==> src/hw/pioa_pkg.sv <==
// Summary of operation
// - Ninety-six lines form twelve ports of eight bits, each handled whole.
// - Any port outside the synchronous input set is read, and any port written, by host command, no external clock needed.
// - Up to twelve ports form a synchronous set running up to 256 transfers.
// - Each port keeps its last written or read value; a query returns it.
// - A configuration query reports tri-state mode, sync set, directions of ports 4..11 and enables of ports 0..3.
// - Handshake has a clock input and a busy output, up to 1 kHz.
// - Each port has its own tri-state control and external enable input 0..11.
// - Drivers follow software enable, hardware enable, or both, as selected.
// - Reset clears every software output enable, so all ports float.
// - Direction is chosen per whole port only.
// - Channels map in groups of eight: 1-8 port 0 up to 89-96 port 11.
// - Data bit 0 sits on the lowest channel of a port, bit 7 on the highest.
// - Writes to a disabled port are stored and driven once it is enabled.
// - After reset every port is asynchronous until placed in the set.
// - Asynchronous commands are refused while a synchronous run is armed.
package pioa_pkg;
   localparam int NPORTS = 12;
   localparam int PW     = 8;
   localparam int AW     = 6;
   localparam int DW     = 32;
   localparam int DEPTH  = 256;
   localparam int CW     = 9;
   // Register map, one 32-bit word per register
   localparam logic [AW-1:0] A_DATA0   = 6'h00; // Ports 0..11 at 0x00..0x0b
   localparam logic [AW-1:0] A_SWEN    = 6'h10; // Software enables [11:0]
   localparam logic [AW-1:0] A_DIR     = 6'h11; // 1 = output port
   localparam logic [AW-1:0] A_SYNC    = 6'h12; // 1 = port in synchronous set
   localparam logic [AW-1:0] A_TSMODE  = 6'h13; // [1:0] tri-state source
   localparam logic [AW-1:0] A_COUNT   = 6'h14; // Transfers 1..256 (0 = 256)
   localparam logic [AW-1:0] A_ARM     = 6'h15; // Write 1 arm, read status
   localparam logic [AW-1:0] A_LAST0   = 6'h20; // Last-value query 0x20..0x2b
   localparam logic [AW-1:0] A_CFG     = 6'h30; // Configuration summary
   localparam logic [AW-1:0] A_BUF     = 6'h31; // Head captured word, port 0 byte; read does not pop
   localparam logic [1:0] TS_SW   = 2'h0;
   localparam logic [1:0] TS_HW   = 2'h1;
   localparam logic [1:0] TS_BOTH = 2'h2;
   localparam logic [DW-1:0] D_ZERO = 32'h0000_0000;
   localparam logic [DW-1:0] D_BAD  = 32'hdead_beef;
   typedef enum logic [1:0] {
      PIOA_IDLE  = 2'b00,
      PIOA_ARMED = 2'b01,
      PIOA_BUSY  = 2'b10
   } pioa_state_t;
endpackage

==> src/hw/pioa_top.sv <==
`timescale 1ns/100ps
module pioa_top (
   input  wire logic                                         core_clk_in,
   input  wire logic                                         rst_in,
   input  wire logic [pioa_pkg::AW-1:0]                      addr_in,
   input  wire logic [pioa_pkg::DW-1:0]                      wdata_in,
   input  wire logic                                         wr_in,
   input  wire logic                                         rd_in,
   output logic      [pioa_pkg::DW-1:0]                      rdata_out,
   output logic                                              refused_out,
   input  wire logic [pioa_pkg::NPORTS*pioa_pkg::PW-1:0]     io_channel_line_in,
   output logic      [pioa_pkg::NPORTS*pioa_pkg::PW-1:0]     io_channel_line_out,
   output logic      [pioa_pkg::NPORTS*pioa_pkg::PW-1:0]     io_channel_line_oe_n_out,
   input  wire logic [pioa_pkg::NPORTS-1:0]                  port_driver_enable_in,
   input  wire logic                                         handshake_clock_in,
   output logic                                              handshake_busy_out,
   output logic                                              cap_valid_out,
   input  wire logic                                         cap_ready_in
);
   import pioa_pkg::*;

   localparam int LW = NPORTS*PW;

   // Whole block state in one struct
   typedef struct packed {
      logic [LW-1:0]     dat;      // Written data per port
      logic [LW-1:0]     last;     // Last written or read value
      logic [NPORTS-1:0] swen;
      logic [NPORTS-1:0] dir;
      logic [NPORTS-1:0] sync;
      logic [1:0]        tsmode;
      logic [CW-1:0]     count;
      logic [CW-1:0]     done;
      pioa_state_t       st;
      logic [DW-1:0]     rdata;
      logic              refused;
      logic [LW-1:0]     pin_s1;
      logic [LW-1:0]     pin_s2;
      logic [NPORTS-1:0] hen_s1;
      logic [NPORTS-1:0] hen_s2;
      logic              hck_s1;
      logic              hck_s2;
      logic              hck_d;
      logic              busy;
      logic [1:0][LW-1:0] bw;      // Two-entry capture buffer
      logic [1:0]        bv;
      logic              bwp;
      logic              brp;
   } pioa_state_s_t;

   pioa_state_s_t r;
   pioa_state_s_t next_r;

   logic [NPORTS-1:0] drive;
   logic              clk_rise;
   logic [AW-1:0]     pidx;
   logic              in_data;
   logic              in_last;
   logic              buf_full;

   // Edge of the synchronised handshake clock, never of the raw pin
   assign clk_rise = r.hck_s2 & ~r.hck_d;
   assign pidx     = addr_in - A_DATA0;
   assign in_data  = (addr_in >= A_DATA0) && (addr_in < A_DATA0 + AW'(NPORTS));
   assign in_last  = (addr_in >= A_LAST0) && (addr_in < A_LAST0 + AW'(NPORTS));
   assign buf_full = &r.bv;

   // Per-port driver decision and pin mapping
   genvar g;
   generate
      for (g = 0; g < NPORTS; g++) begin : g_port
         always_comb begin
            unique case (r.tsmode)
               TS_SW:   drive[g] = r.swen[g];
               TS_HW:   drive[g] = r.hen_s2[g];
               TS_BOTH: drive[g] = r.swen[g] & r.hen_s2[g];
               default: drive[g] = 1'b0;
            endcase
         end
         // Bit 0 to the lowest channel of the port, whole port as one unit
         assign io_channel_line_out[g*PW +: PW]      = r.dat[g*PW +: PW];
         assign io_channel_line_oe_n_out[g*PW +: PW] =
            {PW{~(drive[g] & r.dir[g])}};
      end
   endgenerate

   assign rdata_out          = r.rdata;
   assign refused_out        = r.refused;
   assign handshake_busy_out = r.busy;
   assign cap_valid_out      = r.bv[r.brp];

   // Next-state logic: bus, synchroniser and synchronous transfer engine
   always_comb begin
      logic [3:0] p;
      logic       armed;
      p             = pidx[3:0];
      armed         = (r.st != PIOA_IDLE);
      next_r        = r;
      next_r.rdata  = D_ZERO;
      next_r.refused = 1'b0;
      next_r.pin_s1 = io_channel_line_in;
      next_r.pin_s2 = r.pin_s1;
      next_r.hen_s1 = port_driver_enable_in;
      next_r.hen_s2 = r.hen_s1;
      next_r.hck_s1 = handshake_clock_in;
      next_r.hck_s2 = r.hck_s1;
      next_r.hck_d  = r.hck_s2;

      // Outside reader drains the capture buffer
      if (r.bv[r.brp] && cap_ready_in) begin
         next_r.bv[r.brp] = 1'b0;
         next_r.brp       = ~r.brp;
      end

      // Register writes
      if (wr_in) begin
         if (in_data) begin
            if (armed) begin
               next_r.refused = 1'b1;
            end else begin
               // Stored even while the port floats; driven once enabled
               next_r.dat[p*PW +: PW]  = wdata_in[PW-1:0];
               next_r.last[p*PW +: PW] = wdata_in[PW-1:0];
            end
         end else if (armed && addr_in != A_ARM) begin
            next_r.refused = 1'b1;
         end else begin
            unique case (addr_in)
               A_SWEN:   next_r.swen   = wdata_in[NPORTS-1:0];
               A_DIR:    next_r.dir    = wdata_in[NPORTS-1:0];
               A_SYNC:   next_r.sync   = wdata_in[NPORTS-1:0];
               A_TSMODE: next_r.tsmode = wdata_in[1:0];
               A_COUNT:  next_r.count  = (wdata_in[CW-2:0] == '0) ?
                                         CW'(DEPTH) : {1'b0, wdata_in[CW-2:0]};
               A_ARM: begin
                  if (wdata_in[0] && r.st == PIOA_IDLE && r.sync != '0) begin
                     next_r.st   = PIOA_ARMED;
                     next_r.done = '0;
                  end else if (!wdata_in[0]) begin
                     next_r.st   = PIOA_IDLE; // Abort
                     next_r.busy = 1'b0;
                  end
               end
               default: next_r.refused = 1'b1;
            endcase
         end
      end

      // Register reads, answered one cycle later
      if (rd_in) begin
         if (in_data) begin
            if (armed || r.sync[p] && !r.dir[p]) begin
               next_r.refused = 1'b1;
            end else begin
               next_r.rdata = DW'(r.pin_s2[p*PW +: PW]);
               next_r.last[p*PW +: PW] = r.pin_s2[p*PW +: PW];
            end
         end else if (in_last) begin
            next_r.rdata = DW'(r.last[(addr_in - A_LAST0)*PW +: PW]);
         end else begin
            unique case (addr_in)
               A_SWEN:   next_r.rdata = DW'(r.swen);
               A_DIR:    next_r.rdata = DW'(r.dir);
               A_SYNC:   next_r.rdata = DW'(r.sync);
               A_TSMODE: next_r.rdata = DW'(r.tsmode);
               A_COUNT:  next_r.rdata = DW'(r.count);
               A_ARM:    next_r.rdata = DW'({r.done, r.st});
               A_CFG:    next_r.rdata = DW'({r.tsmode, r.sync,
                                             r.dir[NPORTS-1:4], r.swen[3:0]});
               A_BUF:    next_r.rdata = DW'(r.bw[r.brp][PW-1:0]);
               // Unmapped read: marker word plus the refusal pulse, so software sees it
               default: begin
                  next_r.rdata   = D_BAD;
                  next_r.refused = 1'b1;
               end
            endcase
         end
      end

      // Synchronous engine on handshake clock edges
      unique case (r.st)
         PIOA_IDLE: begin
            next_r.busy = 1'b0;
         end
         PIOA_ARMED, PIOA_BUSY: begin
            // Busy stalls the far side while the buffer cannot take a word
            next_r.busy = buf_full;
            if (clk_rise && !buf_full) begin
               next_r.st = PIOA_BUSY;
               for (int i = 0; i < NPORTS; i++) begin
                  if (r.sync[i] && !r.dir[i]) begin
                     next_r.last[i*PW +: PW] = r.pin_s2[i*PW +: PW];
                  end
               end
               next_r.bw[r.bwp] = r.pin_s2;
               next_r.bv[r.bwp] = 1'b1;
               next_r.bwp       = ~r.bwp;
               next_r.done      = r.done + CW'(1);
               if (r.done + CW'(1) >= r.count) begin
                  next_r.st   = PIOA_IDLE;
                  next_r.busy = 1'b0;
               end
            end
         end
         default: next_r.st = PIOA_IDLE;
      endcase

      // Abort written in the same cycle as a handshake edge wins, else the run resumes
      if (wr_in && addr_in == A_ARM && !wdata_in[0]) begin
         next_r.st   = PIOA_IDLE;
         next_r.busy = 1'b0;
      end
   end

   // State register; all ports asynchronous and floating after reset
   always_ff @(posedge core_clk_in or posedge rst_in) begin
      if (rst_in) begin
         r        <= '0;
         r.count  <= CW'(DEPTH);
         r.st     <= PIOA_IDLE;
      end else begin
         r <= next_r;
      end
   end
endmodule

==> config.mk <==
export PLATFORM = sky130hd
export DESIGN_NAME = pioa_top
export DESIGN_NICKNAME = d
export VERILOG_FILES = /design/src/hw/pioa_pkg.sv /design/src/hw/pioa_top.sv
export SDC_FILE = /design/constraint.sdc
export NUM_CORES = 1
export LEC_CHECK = 0
export BUFFER_PORTS_ARGS = -buffer_cell sky130_fd_sc_hd__buf_4
export CAP_MARGIN = 10
export CORE_MARGIN = 3
export CORE_UTILIZATION = 25
export CTS_BUF_LIST = sky130_fd_sc_hd__clkbuf_2
export CTS_CLUSTER_DIAMETER = 150
export DETAILED_ROUTE_END_ITERATION = 10
export SYNTH_ARGS = -nofsm -noshare
export SYNTH_HDL_FRONTEND = slang
export SYNTH_SLANG_ARGS = --single-unit
==> constraint.sdc <==
create_clock -name core_clk_in -period 18.45 [get_ports core_clk_in]
set_input_delay 2.7675 -clock core_clk_in [delete_from_list [all_inputs] [get_ports core_clk_in]]
set_output_delay 2.7675 -clock core_clk_in [all_outputs]
set_load 0.1 [all_outputs]
After elaboration in Yosys (flattened, before gate mapping)
Cells that the tools add are included.
{"block": "totals", "ff_bits": 699, "in_bits": 152, "wordCells": 256}
{"block": "classes", "n_addsub": 3, "n_lt_le_gt_ge": 10, "n_eq_ne": 17, "n_shift": 5, "muxes": 92, "bitwise": 46, "n_reduce_logical": 59}
{"cell": "96-bit two-way mux", "count": 8}
{"cell": "96-bit bitwise mux", "count": 3}
{"cell": "32-bit case mux with 8 select lines", "count": 1}
{"cell": "196-bit two-way mux", "count": 1}
{"cell": "192-bit bitwise mux", "count": 1}
{"cell": "8-bit by 34-bit variable part select with 96-bit output", "count": 2}
{"cell": "154-bit two-way mux", "count": 1}
{"cell": "8-bit two-way mux", "count": 15}
{"cell": "58-bit two-way mux", "count": 2}
{"cell": "96-bit demux with 1-bit select", "count": 1}
{"cell": "8-bit by 34-bit variable shift with 96-bit output, first input constant", "count": 1}
{"cell": "96-bit by 33-bit variable part select with 8-bit output", "count": 1}
{"cell": "96-bit by 8-bit variable part select with 8-bit output", "count": 1}
{"cell": "33-bit two-way mux", "count": 2}
{"cell": "6-bit by 5-bit == test with 1-bit output, second input constant", "count": 6}
{"cell": "12-bit two-way mux", "count": 3}
{"cell": "9-bit two-way mux", "count": 4}
{"cell": "1-bit case mux with 3 select lines", "count": 12}
{"cell": "7-bit negation with 34-bit output", "count": 1}
{"cell": "32-bit two-way mux", "count": 1}
{"cell": "1-bit AND", "count": 25}
{"cell": "1-bit logical AND", "count": 24}
{"cell": "1-bit two-way mux", "count": 22}
{"cell": "11-bit two-way mux", "count": 2}
{"cell": "other kinds (40)", "count": 92}

Logic depth before layout (Yosys ltp)
Gate-level depths: netlist (run 1).
{"block": "depth", "ltp_word": 15, "ltp_mapped": 15, "mapped_depth_nobuf": 9}

Worst setup path before layout (run 1)
No wires, ideal clock.
{"block": "synth_timing", "path_type": "input to register", "from": "input port addr_in[1] in the netlist's numbering", "to": "register r, in the netlist io_channel_line_out[0]", "setup_ns": 0.125, "t_arrival_ns": 5.743, "path_slack_ns": 12.582, "cell_stages": 12, "n_path_buf": 5, "cell_sequence": "buf_2 buf_1 clkbuf_1 buf_2 nor3_1 ha_1 nor4b_1 and3_1 nand2_1 nor2_1 buf_2 mux2_2"}
{"block": "synth_between", "elab_chain_cells": 3}
{"element": "start, declared", "line_no": "pioa_top.sv:5", "source": "input wire logic [pioa_pkg::AW-1:0] addr_in,"}
{"element": "7-bit negation with 34-bit output (tied with other cells)", "line_no": "pioa_top.sv:122", "source": "next_r.dat[p*PW +: PW] = wdata_in[PW-1:0];"}
{"element": "8-bit by 34-bit variable part select with 96-bit output (tied with other cells)", "line_no": "pioa_top.sv:122"}
{"element": "96-bit bitwise mux / 3-bit AND reduction (equally long branches)"}
{"element": "end signal, assigned", "line_no": "pioa_top.sv:222", "source": "r <= next_r;"}
{"element": "end, declared", "line_no": "pioa_top.sv:51", "source": "pioa_state_s_t r;"}
Parallel ways exist; a longest one is shown, timed or not.
A chain may end at the register's enable or synchronous reset.

==> results.txt, run 1 <==
largest stage delay on the critical path -> 1.10 ns
Crit-path slowest cell -> nor2_1
placed cells -> 3260
FILL cells -> 9686
DR iter-0 viols -> 1608
GRT Util Overall -> 0.168
Synth Instances -> 1961
Max Cap Viol -> 0
Clock Path Buffers -> 3
setup_tns -> 0 ns
fin cells -> 3522
drt wl/cell -> 23.6 um
die area -> 97100 um2
Post-synth EDFFs -> 0
Worst-path clk slew -> 0.09 ns
Hold WS -> 0.277 ns
Post-synth top flop -> dfrtp_1
Overall Power -> 3.14 mW
critical path's top delay family -> simple AND/OR/NAND/NOR gates
cell leakage power -> 12.5 nW
grt total ovfl -> 0
first-pass GRT wire length -> 120 mm
# rows -> 111
Synth area leader -> dfrtp_1
relative slew slack -> 0.179
Resized cells post-CTS -> 0
Seq/Total Area, Yosys -> 0.555
Core ar. -> 92200 um2
setup violators final -> 0
CTS tree -> built
dpl hpwl -> 58.2 mm
Synth-to-Final Area Change -> 16.0%
synth unique cells -> 75
clock root buffer -> clkbuf_2
worst path buffer plus inverter count -> 2
Clock Sinks -> 518
I/O Pins -> 379
register area -> 13000 um2
worst min-delay path category -> register to register
Worst Path Arrival -> 7.24 ns
synthesized cell area -> 23400 um2
Avg Cell Area, Syn -> 11.9 um2
Syn Nets -> 2130
Tmin final -> 6.05 ns
post-CTS setup buffer count -> 0
final net count -> 2335
area post-placement -> 25800 um2
antenna viol nets, final -> 0
Yosys top cell area share -> 0.554
critical path peak fanout -> 29
CP Capture Type -> register
GPL Wtd Cong -> 0.907
First-pass DRT Iterations -> 5
most frequent cells in the layout -> dfrtp_1 (517), buf_4 (388), nand2_1 (206)
DR DRC count -> 0
FFs w/ async S/R, synth -> 1.00
period utilization -> 0.328
share of cells above drive strength 1 -> 0.354
largest net degree at the start of global routing -> 124
area of the multi-input gates -> 8200 um2
clk_skew -> 0.153 ns
CTS Buf Count -> 147
drt total wl -> 83.0 mm
Cell Chain, Critical Path -> buf_4, inv_2, ha_1, xnor2_1, and2_1, nand3_1, nor2_1, a221oi_1, o31ai_1
startpoint types -> input pin
worst vdd ir -> 0.0000543 V
Final WS setup -> 12.40 ns
Fin. Hold Viols -> 0
DIE WIDTH -> 312 um
H-tree depth -> 4
Vias/cell -> 4.80
Seq cells post-synth -> 518
status -> finished, final reports clean
CTS Hold Bufs -> 0
final instance area -> 27100 um2
vias in the first global route -> 17.3k
Pins Over Slew Limit -> 0
Max Clk Rate -> 165 MHz
worst skew pair latency -> 1.39 ns
Chip Height -> 312 um
PortBufs -> 357
via count -> 16.9k
pre-CTS WS -> 11.24 ns
pwr dens -> 116 nW/um2
worst slew pin tran -> 1.22 ns
fin util -> 0.294
RSZ-0062 raised after global routing -> no
synth warn -> 0
Initial Util -> 0.253
Crit path required time -> 19.65 ns
Crit Path Class -> input pin to register
dominant cells by area after synthesis -> dfrtp_1 (55%), buf_4 (6.9%), mux2_2 (5.3%)
initial antenna violation count -> 16
most common cell after layout, fill and taps aside -> dfrtp_1
## cell type report
class | count | share of cell area
Clock inverter | 49 | 0.0115
Timing Repair Buffer | 388 | 0.107
Tap cell | 1243 | 0.0574
Multi-Input combinational cell | 1080 | 0.303
Clock buffer | 200 | 0.0369
Antenna cell | 13 | 0.00120
Inverter | 31 | 0.00457
Sequential cell | 518 | 0.478
## sequential cells by signal (all words and copies together), names as in the netlist
name                 count
refused_out              1
rdata_out               27
next_r                 110
io_channel_line_out     96
handshake_busy_out       1
r                      283
## worst paths after layout
check                                 start                       to  slack, ns  cells past startpoint
worst max register to register       r[450]                   r[531]      14.73                      7
worst min register to register  next_r[249]                   r[249]       0.28                      0
min in group asynchronous            rst_in              next_r[299]       1.56                      2
worst max-delay path             addr_in[0]                   r[531]      12.40                      9
max in group asynchronous            rst_in  io_channel_line_out[41]      14.44                      4
worst min-delay path            next_r[249]                   r[249]       0.28                      0
## Yosys cell counts (all sizes together) (17+ instances only)
master	count
dfrtp	517
buf	249
nand2	207
mux2	109
nor2	91
clkbuf	83
o21ai	64
a22o	58
mux2i	58
a22oi	52
mux4	51
nand3	43
a21oi	40
inv	31
o221ai	30
a221oi	19
and3	19
nor2b	19
nor3	19
ha	17
o22ai	17
## routing by layer
metal,global-route usage,part of all wire
met1,0.215,0.42
met2,0.257,0.45
met5,0,0.00089
met3,0.0571,0.093
met4,0.0771,0.039
## worst reg2reg max path, stage by stage, from the launching register on
cell and delay [ns]:
dfrtp_1 0.47, inv_1 0.09, ha_1 0.25, and3_1 0.46, nand3_1 0.79, nor2_1 1.10
a221oi_1 0.22, o31ai_1 0.24
## power breakdown
group	internal, mW	switching [mW]	total [mW]
Combinational	0.299	0.552	0.851
Clock	0.330	0.516	0.846
Sequential	1.31	0.134	1.44
## kinds of logic (layout without fill, tap and decap cells)
logic type	count (synthesis)	in the layout	share of synthesized area
buffers and inverters	363	668	0.0943
AND/OR/NAND/NOR	469	469	0.0950
multiplexers	218	218	0.127
AO/OA/AOI/OAI	366	366	0.117
flip-flops	518	518	0.555
XOR/XNOR	9	9	0.00337
other	1	14	0.000161
adder cells (fa/ha/maj)	17	17	0.00911
Note: power is estimated with default switching activity, not from simulation.
==> run 2, diff against run 1 <==
Clock period 18.45 ns to 6.15 ns, I/O delays scaled along.
==> run 2 against run 1 <==
Sequential share of layout area down 2.4 points. Core utilization up 1.6 points. Count of clock-buffer cells in the layout up 9. Critical endpoint is now io_channel_line_oe_n_out[35]. Routed wire length down 1.4%. Critical path depth down 4. Total power rose to 3.0 times the previous value. Largest cell class unchanged. Flip-flop and latch count unchanged. Clock skew down 0.047 ns. Clock power rose to 3.0 times the previous value. Register-to-register slack worse by 12 ns. Worst hold slack worse by 0.062 ns. Design area up 5.3%.
==> results.txt, run 2 (synthesis gave the netlist of run 1 again) <==
status -> finished, final reports clean
GRT Util Overall -> 0.167
share of cells above drive strength 1 -> 0.345
most common cell after layout, fill and taps aside -> dfrtp_1
die area -> 97100 um2
DR iter-0 viols -> 1688
Flop pwr share -> 0.455
Crit Path Class -> register to output port
Core ar. -> 92200 um2
RSZ-0062 raised after global routing -> no
Largest Register -> r
vias in the first global route -> 17.9k
fin util -> 0.310
Combinational Power Share -> 0.276
pre-CTS WS -> 1.53 ns
period utilization -> 0.641
Clock Path Buffers -> 3
dpl hpwl -> 57.6 mm
Fin. Hold Viols -> 0
fin cells -> 3667
Clock Sinks -> 518
antenna viol nets, final -> 0
area of the multi-input gates -> 8200 um2
Max Cap Viol -> 0
relative slew slack -> 0.187
Crit path required time -> 5.23 ns
worst min-delay path category -> input pin to register
Worst Path Arrival -> 3.02 ns
clock power share -> 0.269
clk_skew -> 0.106 ns
worst skew pair latency -> 1.36 ns
register area -> 13000 um2
# rows -> 111
Final WS setup -> 2.21 ns
H-tree depth -> 4
Tmin final -> 3.94 ns
DR DRC count -> 0
CP Capture Type -> output port
Vias/cell -> 4.76
cell leakage power -> 13.1 nW
Synth-to-Final Area Change -> 22.2%
Initial Util -> 0.253
First-pass DRT Iterations -> 6
Pins Over Slew Limit -> 0
Resized cells post-CTS -> 0
Worst-path clk slew -> 0.09 ns
worst slew pin tran -> 1.20 ns
largest stage delay on the critical path -> 0.37 ns
CTS Buf Count -> 147
DIE WIDTH -> 312 um
via count -> 17.5k
PortBufs -> 357
grt total ovfl -> 0
Cell Chain, Critical Path -> buf_4, mux2i_1, o22ai_1, nand2_1, buf_4
post-CTS setup buffer count -> 0
clock root buffer -> clkbuf_2
I/O Pins -> 379
Hold WS -> 0.215 ns
Max Clk Rate -> 254 MHz
most frequent cells in the layout -> dfrtp_1 (517), buf_4 (409), clkbuf_2 (209)
startpoint types -> register
Overall Power -> 9.50 mW
setup violators final -> 0
Critical Path Most Common Cell -> buf_4
CTS tree -> built
critical path peak fanout -> 27
initial antenna violation count -> 12
Largest register FFs -> 283
Switching Fraction -> 0.377
Crit-path slowest cell -> buf_4
FILL cells -> 9594
final net count -> 2483
GPL Wtd Cong -> 0.896
first-pass GRT wire length -> 120 mm
placed cells -> 3282
cell-internal power -> 5.92 mW
Chip Height -> 312 um
drt wl/cell -> 22.3 um
pwr dens -> 333 nW/um2
switching power -> 3.58 mW
drt total wl -> 81.8 mm
largest net degree at the start of global routing -> 110
worst vdd ir -> 0.000177 V
## run 2: cell types whose count changed in the layout (fill, tap and decap cells not counted), moves of 2 or more
cell	change
dlygate4sd3_1	+126
inv_8	-3
clkbuf_2	+9
clkinvlp_4	+3
clkinv_4	-4
clkinv_1	-9
diode_2	-3
buf_4	+21
inv_2	+2
## run 2: final cells by class
class / instances / area share
tap: 1243 / 0.0545
clock inverter: 40 / 0.00982
multi-input combinational: 1080 / 0.287
clock buffer: 209 / 0.0366
sequential: 518 / 0.454
antenna: 10 / 0.000877
timing repair buffer: 536 / 0.152
inverter: 31 / 0.00421
## run 2: final timing paths
kind	startpoint	cells after the start	end	slack, ns
setup / recovery	r[469]	5	io_channel_line_oe_n_out[35]	2.21
hold / removal	io_channel_line_in[42]	2	next_r[266]	0.22
setup reg to reg	r[492]	7	r[561]	2.80
hold reg to reg	next_r[259]	0	r[259]	0.26
max in group asynchronous	rst_in	5	io_channel_line_out[65]	4.42
min in group asynchronous	rst_in	4	r[577]	0.39
## run 2: power groups by stage
| stage | logic, mW | registers [mW] | clock network, mW |
|---|---|---|---|
| after floorplan | 2.09 | 4.21 | 0 |
| after global placement | 2.51 | 4.36 | 0 |
| after detailed placement | 2.54 | 4.38 | 0 |
| after CTS | 2.62 | 4.31 | 2.70 |
| after global routing | 2.79 | 4.38 | 2.88 |
| final | 2.62 | 4.32 | 2.56 |
## run 2: what timing repair did
action	CTS	global route
hold buffers	126	0
hold endpoints to repair	403	0
setup endpoints to repair	0	0
## run 2: metrics by stage
step	TNS (ns)	instance area [um2]
after CTS	0	28500
after global placement	0	25900
after detailed placement	0	25900
final	0	28500
after floorplan	-934.70	23400
after global routing	0	28500
## run 2: routing by layer
layer	up-vias	part of all wire	global-route usage
met2	1015	0.44	0.253
li1	7605	-	-
met5	-	0.00050	0
met4	8	0.041	0.0779
met3	212	0.10	0.0539
met1	8611	0.41	0.217
## run 2: worst max-delay path: cells and delay by family, from the launching register on
| kind | cells | cell delay (ns) |
|---|---|---|
| DFF | 1 | 0.32 |
| AOI/OAI and AO/OA | 1 | 0.09 |
| and+or+nand+nor | 1 | 0.35 |
| muxes | 1 | 0.24 |
| buffers and inverters | 2 | 0.70 |
==> run 3, diff against run 2 <==
Clock period 6.15 ns to 3.15 ns, I/O delays scaled along.
==> run 3 against run 2 <==
Sequential share of layout area decreased by 5.1 points. Critical endpoint is now io_channel_line_oe_n_out[63]. Critical path type unchanged. The flow now finishes with violations (negative setup slack). Worst hold slack got worse by 0.032 ns. Non-clock buffer count increased by 251. Sequential power increased by 94%.
==> results.txt, run 3 (synthesis gave the netlist of run 1 again) <==
FILL cells -> 9193
Max Cap Viol -> 0
Synth-to-Final Area Change -> 37.8%
vias in the first global route -> 19.1k
GPL Wtd Cong -> 0.916
Worst-path clk slew -> 0.10 ns
Initial Util -> 0.253
drt total wl -> 85.5 mm
DR DRC count -> 0
Clock Path Buffers -> 3
placed cells -> 3382
worst slew pin tran -> 1.02 ns
fin cells -> 3909
Core ar. -> 92200 um2
Tmin final -> 3.20 ns
Combinational Power Share -> 0.304
Flop pwr share -> 0.441
First-pass DRT Iterations -> 5
final net count -> 2727
cell leakage power -> 15.0 nW
Critical Path Most Common Cell -> buf_12
H-tree depth -> 4
CTS Buf Count -> 140
via count -> 18.4k
Crit-path slowest cell -> dfrtp_2
register area -> 13000 um2
area of the multi-input gates -> 8270 um2
Vias/cell -> 4.70
dpl hpwl -> 60.1 mm
clk_skew -> 0.118 ns
Worst Path Arrival -> 2.73 ns
DR iter-0 viols -> 1817
fin util -> 0.349
critical path's top delay family -> flip-flops
worst path buffer plus inverter count -> 2
cell-internal power -> 11.9 mW
PortBufs -> 357
RSZ-0062 raised after global routing -> yes
DIE WIDTH -> 312 um
die area -> 97100 um2
Max Clk Rate -> 312 MHz
Largest register FFs -> 283
Fin. Hold Viols -> 0
initial antenna violation count -> 17
GRT Util Overall -> 0.175
drt wl/cell -> 21.9 um
Pins Over Slew Limit -> 0
switching power -> 7.17 mW
grt total ovfl -> 0
largest stage delay on the critical path -> 0.43 ns
first-pass GRT wire length -> 127 mm
Overall Power -> 19.0 mW
Crit Path Class -> register to output port
antenna viol nets, final -> 0
critical path peak fanout -> 12
largest net degree at the start of global routing -> 103
Cell Chain, Critical Path -> buf_12, mux2i_2, o22ai_2, nand2_4, buf_12
# rows -> 111
relative slew slack -> 0.318
worst skew pair latency -> 1.38 ns
most frequent cells in the layout -> dfrtp_1 (514), buf_4 (406), dlygate4sd3_1 (263)
Final WS setup -> -0.0503 ns
Largest Register -> r
I/O Pins -> 379
most common cell after layout, fill and taps aside -> dfrtp_1
period utilization -> 1.02
CP Capture Type -> output port
CTS tree -> built
clock root buffer -> clkbuf_2
failing checks -> negative setup slack
Chip Height -> 312 um
worst min-delay path category -> input pin to register
startpoint types -> register
status -> complete, but fails checks
Clock Sinks -> 518
setup violators final -> 48
clock power share -> 0.255
share of cells above drive strength 1 -> 0.357
worst vdd ir -> 0.000239 V
pwr dens -> 591 nW/um2
Switching Fraction -> 0.377
Crit path required time -> 2.68 ns
## run 3: layout make-up
type                       count  area share
clock buffer                 190      0.0295
sequential                   518       0.403
clock inverter                47     0.00960
multi-input combinational   1080       0.257
tap                         1243      0.0483
timing repair buffer         787       0.248
antenna                       13     0.00101
inverter                      31     0.00373
## run 3: metal layers
layer	vias to the layer above	GRT usage	part of all wire
li1	8111	-	-
met1	9166	0.222	0.41
met2	904	0.275	0.46
met3	172	0.0561	0.089
met4	8	0.0760	0.038
met5	-	0	0.00068
## run 3: worst paths after layout
check                      slack, ns  cells after the start        start                           end
max                            -0.05                      5       r[469]  io_channel_line_oe_n_out[63]
min                             0.18                      4  wdata_in[1]       io_channel_line_out[73]
max reg2reg                     0.21                      8       r[492]                        r[508]
min reg2reg                     0.29                      0  next_r[273]                        r[273]
max in group asynchronous       1.77                      6       rst_in                   next_r[314]
min in group asynchronous       0.32                      4       rst_in                        r[595]
## run 3: what timing repair did
item / CTS / global route
pin swaps: 12 / 4
gates resized for setup: 294 / 3
setup endpoints to repair: 97 / 97
buffers inserted: 13 / 0
endpoints found under the hold margin: 909 / 0
hold buffers: 263 / 0
gates cloned: 1 / 0
## run 3: worst reg2reg max path: cells and delay by family, from the launching register on
kind                   cells  cell delay, ns
DFF                        1            0.44
muxes                      1            0.54
and+or+nand+nor            5            1.48
buffers and inverters      1            0.18
AOI/OAI and AO/OA          1            0.23
## run 3: stage by stage
step,cell area [um2],setup TNS (ns),hold WS [ns],worst slack [ns]
2_1_floorplan,23400,-2255.44,0.331,-4.36
3_5_place_dp,26800,0,0.335,0.00782
3_3_place_gp,26800,0,0.334,0.0739
4_1_cts,32100,-11.94,0.00185,-0.197
5_1_grt,32200,-19.48,0.0926,-0.239
6_report,32200,-0.892,0.183,-0.0503
## run 3: power by group through the flow
stage          clock, mW  combinational [mW]  sequential (mW)
3_3_place_gp           0                5.09             8.49
5_1_grt             5.48                6.15             8.50
6_report            4.86                5.79             8.39
3_5_place_dp           0                5.14             8.52
4_1_cts             5.08                5.77             8.36
2_1_floorplan          0                4.09             8.21
